<file path="config.mk">
export PLATFORM = sky130hd
export DESIGN_NAME = acsp_ctrl_flat
export DESIGN_NICKNAME = d
export VERILOG_FILES = /design/src/core/acsp_pkg.sv /design/src/core/acsp_if.sv /design/src/core/acsp_sync.sv /design/src/core/acsp_ctrl.sv /design/src/flat_wrapper.sv
export SDC_FILE = /design/constraint.sdc
export NUM_CORES = 1
export LEC_CHECK = 0
export BUFFER_PORTS_ARGS = -buffer_cell sky130_fd_sc_hd__buf_2
export CAP_MARGIN = 20
export CORE_UTILIZATION = 45
export DETAILED_ROUTE_END_ITERATION = 12
export PLACE_DENSITY = 0.7
export SETUP_SLACK_MARGIN = 0.2
export SLEW_MARGIN = 20
export SYNTH_ARGS = -nofsm -noshare
export SYNTH_HDL_FRONTEND = slang
export SYNTH_HIERARCHICAL = 1
export SYNTH_SLANG_ARGS = --single-unit
</file>
<file path="constraint.sdc">
create_clock -name clock -period 4.3 [get_ports clock]
set_clock_uncertainty 0.1 [all_clocks]
set_input_delay 0.645 -clock clock [delete_from_list [all_inputs] [get_ports clock]]
set_output_delay 0.645 -clock clock [all_outputs]
set_load 0.05 [all_outputs]
</file>
<file path="src/core/acsp_pkg.sv">
package acsp_pkg;

  // ==========================================================
  // Serial word layout and register map of the device.
  localparam int WORD_BITS = 16;
  localparam int REG_COUNT = 256;
  localparam logic [7:0] ADDR_GENERAL = 8'h00;
  localparam logic [7:0] ADDR_MODES = 8'h14;
  localparam logic [7:0] ADDR_FORMAT = 8'h16;
  localparam logic [7:0] REG_RESET_VALUE = 8'h00;
  localparam int BIT_READOUT = 0;
  localparam int BIT_SOFT_RST = 1;
  localparam int BIT_OVERRIDE = 7;
  localparam int BIT_IFACE_CMOS = 5;
  localparam int BIT_COARSE_GAIN = 4;
  localparam int BIT_EXT_REF = 3;
  localparam int BIT_STRAIGHT_BIN = 4;
  localparam int SYNC_W = 11;

  // ==========================================================
  // Timing at a 20 ns system clock.
  localparam int CLOCK_NS = 20;
  localparam int RESET_PULSE_NS = 10;
  localparam int RESET_PULSE_RAW = (RESET_PULSE_NS + CLOCK_NS - 1) / CLOCK_NS;
  localparam int RESET_PULSE_CYC = (RESET_PULSE_RAW < 1) ? 1 : RESET_PULSE_RAW;
  localparam int SCLK_HALF_NS = 80;
  localparam int SCLK_HALF_CYC = SCLK_HALF_NS / CLOCK_NS;

  // ==========================================================
  // Controller register map on AXI4-Lite.
  localparam logic [7:0] CTRL_CMD = 8'h00;
  localparam logic [7:0] CTRL_STATUS = 8'h04;
  localparam logic [7:0] CTRL_PINS = 8'h08;
  localparam int CMD_KEEP_OPEN = 16;
  localparam int CMD_CLOSE = 17;
  localparam logic [1:0] RESP_OKAY = 2'h0;
  localparam logic [1:0] RESP_SLVERR = 2'h2;
  localparam logic [8:0] PINS_RESET_VALUE = 9'h000;

  // Effective configuration presented by the device.
  typedef struct packed {
    logic gain_3p5db;
    logic ext_ref;
    logic straight_binary;
    logic cmos_if;
    logic chan_a_dis;
    logic chan_b_dis;
    logic power_down;
    logic chan_a_standby;
    logic chan_b_standby;
    logic mux_mode;
  } acsp_cfg_s;

  // Decodes a three-bit mode code, first pin as the most significant bit.
  function automatic acsp_cfg_s acsp_decode_modes(input logic [2:0] code,
                                                  input acsp_cfg_s base);
    acsp_cfg_s c;
    c = base;
    c.chan_a_dis = (code == 3'h1) || (code == 3'h3);
    c.chan_b_dis = (code == 3'h2) || (code == 3'h3);
    c.power_down = (code == 3'h4);
    c.chan_a_standby = (code == 3'h5);
    c.chan_b_standby = (code == 3'h6);
    c.mux_mode = (code == 3'h7);
    return c;
  endfunction

endpackage

</file>
<file path="src/core/acsp_if.sv">
`timescale 1ns/100ps
interface acsp_if;
  logic serial_select_n;
  logic shift_clock;
  logic serial_in_line;
  logic serial_out_line;
  logic reset_pin;
  logic mode_pin_1;
  logic mode_pin_2;
  logic mode_pin_3;
  logic [1:0] clock_level;
  logic [1:0] select_level;

  modport device (
    input serial_select_n, shift_clock, serial_in_line, reset_pin,
    input mode_pin_1, mode_pin_2, mode_pin_3, clock_level, select_level,
    output serial_out_line
  );

  modport controller (
    output serial_select_n, shift_clock, serial_in_line, reset_pin,
    output mode_pin_1, mode_pin_2, mode_pin_3, clock_level, select_level,
    input serial_out_line
  );
endinterface

</file>
<file path="src/core/acsp_sync.sv">
`timescale 1ns/100ps
module acsp_sync
#(
  parameter int WIDTH = 1
)
(
  input wire logic clock,
  input wire logic nrst,
  input wire logic ce,
  input wire logic [WIDTH-1:0] async_in,
  output logic [WIDTH-1:0] sync_out
);
  logic [WIDTH-1:0] stage1;

  // ==========================================================
  // Two flip-flops per bit; only the second stage is visible.
  always_ff @(posedge clock)
  begin
    if (!nrst)
    begin
      stage1 <= '0;
      sync_out <= '0;
    end
    else if (ce)
    begin
      stage1 <= async_in;
      sync_out <= stage1;
    end
  end
endmodule

</file>
<file path="src/core/acsp_ctrl.sv">
// Our own choices: the register offsets and the AXI4-Lite interface to the registers.
`timescale 1ns/100ps
module acsp_ctrl
  import acsp_pkg::*;
(
  input wire logic clock,
  input wire logic nrst,
  input wire logic ce,
  input wire logic [7:0] s_axi_awaddr,
  input wire logic s_axi_awvalid,
  output logic s_axi_awready,
  input wire logic [31:0] s_axi_wdata,
  input wire logic [3:0] s_axi_wstrb,
  input wire logic s_axi_wvalid,
  output logic s_axi_wready,
  output logic [1:0] s_axi_bresp,
  output logic s_axi_bvalid,
  input wire logic s_axi_bready,
  input wire logic [7:0] s_axi_araddr,
  input wire logic s_axi_arvalid,
  output logic s_axi_arready,
  output logic [31:0] s_axi_rdata,
  output logic [1:0] s_axi_rresp,
  output logic s_axi_rvalid,
  input wire logic s_axi_rready,
  acsp_if.controller link
);
  typedef enum logic [2:0] {ST_IDLE, ST_LOW, ST_HIGH, ST_OPEN, ST_END} acsp_state_e;

  acsp_state_e state;
  logic s_sdo;
  logic [7:0] aw_addr;
  logic [31:0] w_data;
  logic [3:0] w_strb;
  logic aw_got;
  logic w_got;
  logic do_write;
  logic cmd_hit;
  logic start;
  logic close;
  logic busy;
  logic [15:0] word;
  logic keep_open;
  logic [3:0] bit_cnt;
  logic [2:0] div;
  logic div_done;
  logic [7:0] rd_data;
  logic [8:0] pins;

  // ==========================================================
  // Readback line enters through two flip-flops.
  acsp_sync #(.WIDTH(1)) u_sync (
    .clock(clock),
    .nrst(nrst),
    .ce(ce),
    .async_in(link.serial_out_line),
    .sync_out(s_sdo)
  );

  // ==========================================================
  // AXI4-Lite write channels, taken in either order.
  assign do_write = aw_got && w_got && !s_axi_bvalid;
  assign busy = (state != ST_IDLE) && (state != ST_OPEN);
  assign cmd_hit = do_write && (aw_addr == CTRL_CMD) && (&w_strb[2:0]);
  assign start = cmd_hit && !busy && !w_data[CMD_CLOSE];
  assign close = cmd_hit && (state == ST_OPEN) && w_data[CMD_CLOSE];

  always_ff @(posedge clock)
  begin
    if (!nrst)
    begin
      aw_got <= 1'b0;
      w_got <= 1'b0;
      aw_addr <= 8'h00;
      w_data <= 32'h00000000;
      w_strb <= 4'h0;
      s_axi_awready <= 1'b1;
      s_axi_wready <= 1'b1;
      s_axi_bvalid <= 1'b0;
      s_axi_bresp <= RESP_OKAY;
    end
    else if (ce)
    begin
      if (s_axi_awvalid && s_axi_awready)
      begin
        aw_got <= 1'b1;
        aw_addr <= s_axi_awaddr;
        s_axi_awready <= 1'b0;
      end
      if (s_axi_wvalid && s_axi_wready)
      begin
        w_got <= 1'b1;
        w_data <= s_axi_wdata;
        w_strb <= s_axi_wstrb;
        s_axi_wready <= 1'b0;
      end
      if (do_write)
      begin
        aw_got <= 1'b0;
        w_got <= 1'b0;
        s_axi_bvalid <= 1'b1;
        if (aw_addr == CTRL_PINS || (aw_addr == CTRL_CMD && !(busy && !w_data[CMD_CLOSE])))
        begin
          s_axi_bresp <= RESP_OKAY;
        end
        else
        begin
          s_axi_bresp <= RESP_SLVERR;
        end
      end
      if (s_axi_bvalid && s_axi_bready)
      begin
        s_axi_bvalid <= 1'b0;
        s_axi_awready <= 1'b1;
        s_axi_wready <= 1'b1;
      end
    end
  end

  // Pin register: reset pin low by default, pulsed only by software.
  always_ff @(posedge clock)
  begin
    if (!nrst)
    begin
      pins <= PINS_RESET_VALUE;
    end
    else if (ce && do_write && aw_addr == CTRL_PINS)
    begin
      if (w_strb[0])
      begin
        pins[7:0] <= w_data[7:0];
      end
      if (w_strb[1])
      begin
        pins[8] <= w_data[8];
      end
    end
  end

  // Mode pins and level codes follow the pin register.
  always_ff @(posedge clock)
  begin
    if (!nrst)
    begin
      link.reset_pin <= 1'b0;
      {link.mode_pin_1, link.mode_pin_2, link.mode_pin_3} <= 3'h0;
      link.clock_level <= 2'h0;
      link.select_level <= 2'h0;
    end
    else if (ce)
    begin
      link.reset_pin <= pins[0];
      {link.mode_pin_1, link.mode_pin_2, link.mode_pin_3} <= pins[3:1];
      link.clock_level <= pins[5:4];
      link.select_level <= pins[7:6];
    end
  end

  // ==========================================================
  // AXI4-Lite read channel.
  always_ff @(posedge clock)
  begin
    if (!nrst)
    begin
      s_axi_arready <= 1'b1;
      s_axi_rvalid <= 1'b0;
      s_axi_rdata <= 32'h00000000;
      s_axi_rresp <= RESP_OKAY;
    end
    else if (ce)
    begin
      if (s_axi_arvalid && s_axi_arready)
      begin
        s_axi_arready <= 1'b0;
        s_axi_rvalid <= 1'b1;
        s_axi_rresp <= RESP_OKAY;
        unique case (s_axi_araddr)
          CTRL_CMD: s_axi_rdata <= {14'h0000, keep_open, 1'b0, word};
          CTRL_STATUS: s_axi_rdata <= {16'h0000, rd_data, 6'h00, state == ST_OPEN, busy};
          CTRL_PINS: s_axi_rdata <= {23'h000000, pins};
          default:
          begin
            s_axi_rdata <= 32'h00000000;
            s_axi_rresp <= RESP_SLVERR;
          end
        endcase
      end
      if (s_axi_rvalid && s_axi_rready)
      begin
        s_axi_rvalid <= 1'b0;
        s_axi_arready <= 1'b1;
      end
    end
  end

  // ==========================================================
  // Serial engine: the shift clock comes from a divider.
  assign div_done = (div == 3'(SCLK_HALF_CYC - 1));

  always_ff @(posedge clock)
  begin
    if (!nrst)
    begin
      state <= ST_IDLE;
      div <= 3'h0;
      bit_cnt <= 4'h0;
      word <= 16'h0000;
      keep_open <= 1'b0;
      rd_data <= 8'h00;
      link.serial_select_n <= 1'b1;
      link.shift_clock <= 1'b0;
      link.serial_in_line <= 1'b0;
    end
    else if (ce)
    begin
      div <= div_done ? 3'h0 : div + 3'h1;
      unique case (state)
        ST_IDLE, ST_OPEN:
        begin
          div <= 3'h0;
          if (start)
          begin
            word <= w_data[15:0];
            keep_open <= w_data[CMD_KEEP_OPEN];
            bit_cnt <= 4'h0;
            link.serial_select_n <= 1'b0;
            link.serial_in_line <= w_data[15];
            state <= ST_LOW;
          end
          else if (close)
          begin
            state <= ST_END;
          end
        end
        ST_LOW:
        begin
          if (div_done)
          begin
            link.shift_clock <= 1'b1;
            state <= ST_HIGH;
          end
        end
        ST_HIGH:
        begin
          if (div_done)
          begin
            link.shift_clock <= 1'b0;
            word <= {word[14:0], 1'b0};
            link.serial_in_line <= word[14];
            bit_cnt <= bit_cnt + 4'h1;
            if (bit_cnt[3])
            begin
              rd_data <= {rd_data[6:0], s_sdo};
            end
            if (bit_cnt == 4'hf)
            begin
              state <= keep_open ? ST_OPEN : ST_END;
            end
            else
            begin
              state <= ST_LOW;
            end
          end
        end
        ST_END:
        begin
          if (div_done)
          begin
            link.serial_select_n <= 1'b1;
            link.serial_in_line <= 1'b0;
            state <= ST_IDLE;
          end
        end
      endcase
    end
  end
endmodule

</file>
<file path="src/flat_wrapper.sv">
// flat-port wrapper written by rule: the top's interface ports become plain ports
module acsp_ctrl_flat import acsp_pkg::*;
  (clock, nrst, ce, s_axi_awaddr, s_axi_awvalid, s_axi_awready, s_axi_wdata, s_axi_wstrb, s_axi_wvalid, s_axi_wready, s_axi_bresp, s_axi_bvalid, s_axi_bready, s_axi_araddr, s_axi_arvalid, s_axi_arready, s_axi_rdata, s_axi_rresp, s_axi_rvalid, s_axi_rready, link_serial_select_n, link_shift_clock, link_serial_in_line, link_reset_pin, link_mode_pin_1, link_mode_pin_2, link_mode_pin_3, link_clock_level, link_select_level, link_serial_out_line);
  acsp_if link_i ();
  input wire logic clock;
  input wire logic nrst;
  input wire logic ce;
  input wire logic [7:0] s_axi_awaddr;
  input wire logic s_axi_awvalid;
  output logic s_axi_awready;
  input wire logic [31:0] s_axi_wdata;
  input wire logic [3:0] s_axi_wstrb;
  input wire logic s_axi_wvalid;
  output logic s_axi_wready;
  output logic [1:0] s_axi_bresp;
  output logic s_axi_bvalid;
  input wire logic s_axi_bready;
  input wire logic [7:0] s_axi_araddr;
  input wire logic s_axi_arvalid;
  output logic s_axi_arready;
  output logic [31:0] s_axi_rdata;
  output logic [1:0] s_axi_rresp;
  output logic s_axi_rvalid;
  input wire logic s_axi_rready;
  output wire logic [$bits(link_i.serial_select_n)-1:0] link_serial_select_n;
  output wire logic [$bits(link_i.shift_clock)-1:0] link_shift_clock;
  output wire logic [$bits(link_i.serial_in_line)-1:0] link_serial_in_line;
  output wire logic [$bits(link_i.reset_pin)-1:0] link_reset_pin;
  output wire logic [$bits(link_i.mode_pin_1)-1:0] link_mode_pin_1;
  output wire logic [$bits(link_i.mode_pin_2)-1:0] link_mode_pin_2;
  output wire logic [$bits(link_i.mode_pin_3)-1:0] link_mode_pin_3;
  output wire logic [$bits(link_i.clock_level)-1:0] link_clock_level;
  output wire logic [$bits(link_i.select_level)-1:0] link_select_level;
  input wire logic [$bits(link_i.serial_out_line)-1:0] link_serial_out_line;
  assign link_serial_select_n = link_i.serial_select_n;
  assign link_shift_clock = link_i.shift_clock;
  assign link_serial_in_line = link_i.serial_in_line;
  assign link_reset_pin = link_i.reset_pin;
  assign link_mode_pin_1 = link_i.mode_pin_1;
  assign link_mode_pin_2 = link_i.mode_pin_2;
  assign link_mode_pin_3 = link_i.mode_pin_3;
  assign link_clock_level = link_i.clock_level;
  assign link_select_level = link_i.select_level;
  assign link_i.serial_out_line = link_serial_out_line;
  acsp_ctrl u_core (.clock(clock), .nrst(nrst), .ce(ce), .s_axi_awaddr(s_axi_awaddr), .s_axi_awvalid(s_axi_awvalid), .s_axi_awready(s_axi_awready), .s_axi_wdata(s_axi_wdata), .s_axi_wstrb(s_axi_wstrb), .s_axi_wvalid(s_axi_wvalid), .s_axi_wready(s_axi_wready), .s_axi_bresp(s_axi_bresp), .s_axi_bvalid(s_axi_bvalid), .s_axi_bready(s_axi_bready), .s_axi_araddr(s_axi_araddr), .s_axi_arvalid(s_axi_arvalid), .s_axi_arready(s_axi_arready), .s_axi_rdata(s_axi_rdata), .s_axi_rresp(s_axi_rresp), .s_axi_rvalid(s_axi_rvalid), .s_axi_rready(s_axi_rready), .link(link_i));
endmodule
</file>
# Yosys cells after proc, flatten, opt, wreduce, memory -nomap -nowiden
# Index checks and enable logic that the tools add are counted.
# classes
add_sub_neg,2
n_mul,0
div,0
order_cmp,0
eq_ne,15
shift,0
muxes,41
bitwise_logic,0
reduce_logical,59
# op_table
operator,count
case mux 18 bit (3 select lines),1
2-to-1 mux 16 bit,2
case mux 16 bit (2 select lines),1
2-to-1 mux 3 bit,9
AND reduction 2 bit,12
2-to-1 mux 1 bit,19
logical AND 1 bit,18
nonzero test 2 bit,9
== test 8 x 4 -> 1 bit (second input constant),2
logical NOT 8 bit,2
AND reduction 4 bit,4
case mux 3 bit (4 select lines),1
AND reduction 5 bit,2
== test 3 x 2 -> 1 bit (second input constant),3
== test 8 x 3 -> 1 bit (second input constant),1
2-to-1 mux 4 bit,2
inequality test 2 x 1 -> 1 bit (second input constant),4
case mux 4 bit (2 select lines),1
AND reduction 3 bit,2
nonzero test 3 bit,2
adder 4 x 1 -> 4 bit (second input constant),1
== test 4 bit (second input constant),1
logical NOT 1 bit,4
2-to-1 mux 2 bit,2
11 further kinds,12
# totals
ff_bits,129
latchBits,0
ram_bits,0
rom_bits,0
input_bits,61
output_inout_bits,52
word_cells,149
mem_count,0

# Logic depth before layout (Yosys ltp)
# Gate-level depths: netlist of run 1.
# logic_depth
ltp_word,9
ltp_mapped,8
depth_no_buf,6

# Modules after synthesis
# Netlist of run 1, hierarchy kept.
# modules_own_cells
module,instances,cells_per_inst,area_per_inst_um2,seq_area_each_um2
acsp_ctrl,1,553,4759.6,2202.1
acsp_sync,1,6,72.6,40.0

# Least setup slack after synthesis of run 1
# Ideal clock, no wire load.
# synth_path
kind,register to register
startpoint,reg u_core.aw_addr[4]
endpoint,reg u_core.word[6]
setup_time_ns,0.140
arrival_ns,1.825
t_required_ns,4.060
setup_slack_ns,2.235
path_stages_with_launch,7
path_buffers,1
synth_period_minus_slack_ns,2.065
path_cell_list,dfxtp_1 > or4_4 > nor4_4 > nand4_1 > nand2_2 > buf_6 > a211oi_1
# synth_between
elab_chain_cells,7
# synth_lines
element,line_no,source
start: declaration,acsp_ctrl.sv:32,logic [7:0] aw_addr;
start signal: assignment,acsp_ctrl.sv:87,aw_addr <= s_axi_awaddr;
logical NOT 8 bit,acsp_ctrl.sv:64,assign cmd_hit = do_write && (aw_addr == CTRL_CMD) && (&w_strb[2:0]);
logical AND 1 bit (2 in series),acsp_ctrl.sv:64,
logical AND 1 bit (2 in series),acsp_ctrl.sv:65,assign start = cmd_hit && !busy && !w_data[CMD_CLOSE];
inequality test 2 x 1 -> 1 bit (no source line),-,
AND reduction 4 bit (no source line),-,
end signal: assignment,acsp_ctrl.sv:223,word <= w_data[15:0];
end signal: assignment,acsp_ctrl.sv:248,"word <= {word[14:0], 1'b0};"
end: declaration,acsp_ctrl.sv:42,logic [15:0] word;
# No other way between the ends.
# A chain may end at the register's enable or synchronous reset.

# Final worst setup path of run 1
# layout_path
startpoint,in ce
endpoint,reg u_core.pins[1]
# layout_between
elab_chain_cells,3
# layout_lines
element,line_no,source
start: declaration,flat_wrapper.sv:7,input wire logic ce;
logical AND 1 bit (2 in series),acsp_ctrl.sv:127,else if (ce && do_write && aw_addr == CTRL_PINS)
AND reduction 2 bit (no source line),-,
end signal: assignment,acsp_ctrl.sv:131,pins[7:0] <= w_data[7:0];
end: declaration,acsp_ctrl.sv:48,logic [8:0] pins;
# No other way between the ends.

==> metrics, run 1 <==
clock latency on the worst-skew pair 0.37 ns; Cell variety after synth 56; IO buf count 80; vias per inst between 5 and 6; FP Rows 37; RSZ-0062 raised after global routing no; Netlist Area Pre-Place 4830 um^2; hold_sp u_core/aw_addr[0]; endpoints failing setup 0; vias in the first global route 3,655; crit path max fanout 35; combinational power share 0.105; # Post-CTS Setup Buffers 0; switching power around 0.53 mW; share of cells above drive strength 1 0.187; first-pass GRT wire length between 15 and 20 mm; core area 10,400 um^2; outcome finished clean; ANT nets after route 0; max_cap viols 0; Crit. End Element flop; die area 11,200 um^2; gpl congestion roughly 0.77; Detailed Routing Iterations Pass 1 4; top post-synthesis cells by area dfxtp_1 46%, mux2i_1 11%, nand2_1 8.1%, a21oi_1 5.6%, nor2_1 3.0%; Crit Path Class input port to flop; Max IR drop VDD between 0.00015 and 0.0002 V; TritonCTS clock tree done; fin. max-slew vios 0; antenna violations before repair 0; # diodes 0; I/O pin cnt around 110; Die W ~110 um; total wire length between 10 and 15 mm; Hold EP u_core/aw_addr[0]; worst hold slack around 0.35 ns; worst flop-to-flop path endpoint u_core/bit_cnt[2]; fmax around 0.38 GHz; CTS Hold Bufs 0; clk buf depth 2; Starting Density 0.466; grt total ovfl 0; period utilization 0.619; CTS Buf Count 9; Syn. warnings 6; Flop pwr share 0.580; min-delay worst type flop to flop; PostCTS Resize Cnt 0; CTS root buffer clkbuf_8; leak pwr 2.16 nW; Power Dens Cells between 300 and 400 nW/um^2; final hold violations 0; Clock Power Share 0.315; CP arrival between 2 and 3 ns; clk slew on worst S/H paths approximately 0.11 ns; required time worst endpoint 4.43 ns; First DRT Iteration DRCs around 120; Synth Register Bits ~110; Worst slew margin 0.264; internal power 1.34 mW; Post-Syn Area per Cell roughly 8.6 um^2; htree depth 3; All-Layer GR Usage 0.201; clk sink count between 100 and 150; area leader, netlist dfxtp_1; worst r2r src u_core/aw_addr[4]; drt drc 0; vias post-DR 4,023; die height 106 um; internal reg-to-reg setup slack 1.70 ns; Hold Crit Depth 2; Sw Ratio 0.283; cells after synthesis roughly 560; minimum clock period around 2.7 ns; largest net degree at the start of global routing 85; Worst R2R Path Depth 5; Synth top area share 0.464; measured slew at the worst slew-check pin about 1.1 ns; Setup TNS 0 ns; area grow syn2layout 11.1%; per-cell routed wire length between 10 and 15 um; critical path startpoint category input port; sequential-to-total area share from yosys stat 0.464; detailed placement HPWL slightly below 8 mm; NumNets Final between 600 and 700
[sequential cells by signal, indices dropped and copies added (netlist names), 2 cells and up]
register and cells:
u_core/rd_data 8, u_core/s_axi_rdata 17, u_core/pins 9, u_core/w_data 18, u_core/w_strb 3, u_core/aw_addr 8, u_core/link.select_level 2, u_core/div 3
u_core/word 16, u_core/state 3, u_core/link.clock_level 2, u_core/bit_cnt 4
[worst max path at each step]
stage                     slack (ns)             end  cells after the start               from
after floorplan                 2.23  u_core/word[6]                      6  u_core/aw_addr[4]
after global placement          1.35  u_core/pins[7]                      6                 ce
after detailed placement        1.28  u_core/pins[1]                      6                 ce
after CTS                       1.67  u_core/pins[1]                      6                 ce
after global routing            1.41  u_core/pins[3]                      6                 ce
final                           1.64  u_core/pins[1]                      6                 ce
[synth_stat cells (all sizes together)]
cell    count
o22ai       1
nor4b       1
or2         1
o311ai      1
and4        1
buf        26
inv         5
a311oi      1
o21ai      27
clkbuf     27
mux2        1
and2        2
nand4b      1
nor3       17
nand4       6
o31ai       1
mux2i      51
a31oi       1
nor2       38
or4         2
nand3      21
or3         2
ha          2
nand3b      2
a21boi      1
nor2b       4
a21oi      54
a32oi       1
nor3b       3
conb        1
a211o       2
dfxtp     112
nand2b      3
a21o        2
o211ai      1
a22oi       2
nand2     105
xor2        1
a22o        1
o21a        1
nor4        4
and3        6
a211oi     16
xnor2       1
[worst max-delay path, cell delays in order]
cell and delay [ns]:
buf_2 0.58, inv_1 0.27, nor2_1 0.31, nand4_1 0.57, mux2i_1 0.33, nor2_1 0.06
[kinds of logic (layout without fill, tap and decap cells)]
kind of cell / Yosys count / after routing / share of synthesized area
simple gates: 219 / 219 / 0.209
compound gates: 113 / 113 / 0.143
flops: 112 / 112 / 0.464
buf+inv: 58 / 104 / 0.0663
mux: 52 / 52 / 0.108
fa+ha+maj: 2 / 2 / 0.00518
xor+xnor: 2 / 2 / 0.00363
other cells: 1 / 17 / 0.000776
[cell usage in the layout, fill, tap and decap left out, types with 3 or more instances in the layout]
| master | n |
|---|---|
| mux2i_1 | 51 |
| nor2_1 | 38 |
| nor2b_1 | 4 |
| a211oi_1 | 8 |
| a211oi_2 | 8 |
| buf_4 | 3 |
| o21ai_0 | 27 |
| dfxtp_1 | 112 |
| conb_1 | 17 |
| a21oi_1 | 54 |
| and3_1 | 6 |
| buf_2 | 80 |
| nor3_1 | 17 |
| clkbuf_8 | 9 |
| nand2b_1 | 3 |
| nand2_1 | 104 |
| inv_1 | 4 |
| nand4_1 | 6 |
| nand3_1 | 21 |
[per-stage QoR]
step	utilization	cell area (um^2)	worst slack [ns]	power, mW	instances
finish	0.518	5370	1.64	1.86	757
global route	0.518	5370	1.41	1.94	757
CTS	0.518	5370	1.67	1.88	757
detailed placement	0.500	5190	1.28	1.30	741
global placement	0.500	5190	1.35	1.29	741
floorplan	-	4890	2.23	1.26	575
[layer usage]
metal	vias up	track usage	share of wire
li1	2011	-	-
met1	1899	0.251	0.45
met2	99	0.343	0.49
met3	14	0.0458	0.051
met4	0	0.0675	0.015
met5	-	0	0
[cell type report]
cell class | instances | area (um^2)
clock inverter | 6 | 52.6
inverter | 5 | 18.8
multi-input combinational | 405 | 2330
timing repair buffer | 83 | 423
clock buffer | 10 | 128
fill | 1010 | 5000
sequential | 112 | 2240
tap | 136 | 170
[power groups by stage]
stage | combinational, mW | sequential [mW] | clock (mW)
final | 0.197 | 1.08 | 0.587
after global routing | 0.215 | 1.08 | 0.643
after CTS | 0.197 | 1.08 | 0.603
after detailed placement | 0.196 | 1.10 | 0
after global placement | 0.192 | 1.10 | 0
after floorplan | 0.154 | 1.11 | 0
No activity file was read; power rests on OpenSTA's default activity.
==> run 2: changes to the inputs <==
Settings changed: PLACE_DENSITY 0.7 to 0.72.
Clock period 4.3 ns to 2.3 ns, I/O delays scaled along.
==> run 2 against run 1 <==
Against the previous run: first-iteration DRC count increased by 34%; sequential share of layout area decreased by 1.3 points; utilization up 1.7 points; combinational power rose by 100%; flip-flop and latch count unchanged; count of clock-buffer cells in the layout did not move; via count increased by 2.6%; setup slack lost 1.4 ns; sequential power grew 87%; non-clock buffer count increased by 17; critical path depth unchanged; largest power group unchanged.
==> metrics, run 2 (same netlist as run 1, synthesis figures left out) <==
I/O pin cnt 113; FP Rows 37; area of the multi-input gates about 2400 um^2; max_cap viols 0; CTS root buffer clkbuf_8; Die W 106 um; Final WS setup 0.286 ns; most frequent cells in the layout 111 x dfxtp_1, 104 x nand2_1, 80 x buf_2; Setup TNS 0 ns; IO buf count 80; htree depth 3; internal reg-to-reg setup slack approximately 0.29 ns; biggest regs u_core/w_data x18, u_core/s_axi_rdata x17, u_core/word x16; vias in the first global route a little under 4,000; clk slew on worst S/H paths approximately 0.11 ns; crit path cell chain buf_4, or2_2, mux2_2, o21a_1, and2_1, a311oi_1; TritonCTS clock tree done; area grow syn2layout 14.8%; All-Layer GR Usage 0.208; Worst slew margin 0.539; grt total ovfl 0; endpoints failing setup 0; CTS Hold Bufs 0; first-pass GRT wire length between 15 and 20 mm; drt drc 0; post-layout instance area between 5000 and 6000 um^2; kind of cell adding the most delay to the critical path compound AO/OA/AOI/OAI gates; period utilization 0.876; fmax 0.496 GHz; Power Dens Cells approximately 640 nW/um^2; # diodes 0; WP buf/inv 1; gpl congestion roughly 0.81; final hold violations 0; Max IR drop VDD 0.000344 V; register area about 2200 um^2; fin. max-slew vios 0; critical path startpoint category flop; most common cell after layout, fill and taps aside dfxtp_1; detailed placement HPWL roughly 8 mm; RSZ-0062 raised after global routing yes; vias post-DR ~4,100; ANT nets after route 0; min-delay worst type input port to flop; die area ~11,000 um^2; NumNets Final about 700; largest net degree at the start of global routing between 80 and 90; Crit. End Element flop; CTS Buf Count 9; Slowest-stage cell, CP dfxtp_1; measured slew at the worst slew-check pin roughly 0.69 ns; Starting Density 0.466; fillcell total 978; total wire length 11.4 mm; Crit path largest cell delay 0.33 ns; Crit Path Class flop to flop; vias per inst ~5.3; clk sink count ~110; antenna violations before repair 0; Detailed Routing Iterations Pass 1 4; leak pwr 2.27 nW; clk buf depth 2; First DRT Iteration DRCs roughly 160; CP arrival 2.18 ns; Post-Place Cell Area 5330 um^2; required time worst endpoint between 2 and 2.5 ns; core area a little over 10,000 um^2; crit path max fanout 9; share of cells above drive strength 1 0.216; per-cell routed wire length about 15 um; minimum clock period roughly 2.0 ns; clock latency on the worst-skew pair approximately 0.37 ns; outcome finished clean; DP Worst Slack 0.156 ns; Top reg by flops u_core/w_data; die height around 110 um; Largest register FFs 18
-- run 2: path summary, 6_finish.rpt --
path / end / start / cells after the start
worst max register to register: u_core/state[0] / u_core/state[1] / 6
worst max-delay path: u_core/state[0] / u_core/state[1] / 6
worst min register to register: u_core/aw_addr[0] / u_core/aw_addr[0] / 2
worst min-delay path: u_core/w_data[9] / s_axi_wdata[9] / 3
-- run 2: area by class of cell --
| type | instances | area share |
|---|---|---|
| Tap cell | 136 | 0.0307 |
| Inverter | 5 | 0.00338 |
| Multi-Input combinational cell | 405 | 0.424 |
| Clock inverter | 6 | 0.00925 |
| Clock buffer | 10 | 0.0248 |
| Timing Repair Buffer | 100 | 0.104 |
| Sequential cell | 112 | 0.404 |
-- run 2: what timing repair did --
| item | in CTS | in global routing |
|---|---|---|
| gates resized for setup | 1 | 3 |
| pin swaps | 2 | 0 |
| setup buffers | 1 | 0 |
| setup endpoints to repair | 13 | 11 |
-- run 2: tightest hold or removal path, cell delays in order --
cell and delay (ns):
buf_2 0.09, nand2_1 0.05, a21oi_1 0.05
-- run 2: power breakdown --
part	total, mW	internal, mW	leakage, nW	switching, mW
logic	0.394	0.124	1.27	0.270
clock network	1.13	0.442	0.0992	0.686
registers	2.02	1.98	0.907	0.0373
total	3.54	2.54	2.27	0.994
-- run 2: stage by stage --
step / instances / util / total power [mW] / hold slack [ns]
after detailed placement: 757 / 0.514 / 2.45 / 0.343
after floorplan: 575 / - / 2.35 / 0.331
after CTS: 774 / 0.534 / 3.56 / 0.0783
final: 774 / 0.535 / 3.54 / 0.0954
after global routing: 774 / 0.535 / 3.67 / 0.0931
after global placement: 757 / 0.514 / 2.44 / 0.334
-- run 2: per-layer routing --
metal / track usage / vias up / part of all wire / wire [um]
li1: - / 2048 / - / -
met1: 0.252 / 1930 / 0.44 / 5070
met2: 0.361 / 135 / 0.49 / 5550
met3: 0.0482 / 14 / 0.056 / 639
met4: 0.0694 / 0 / 0.014 / 165
met5: 0 / - / 0 / 0
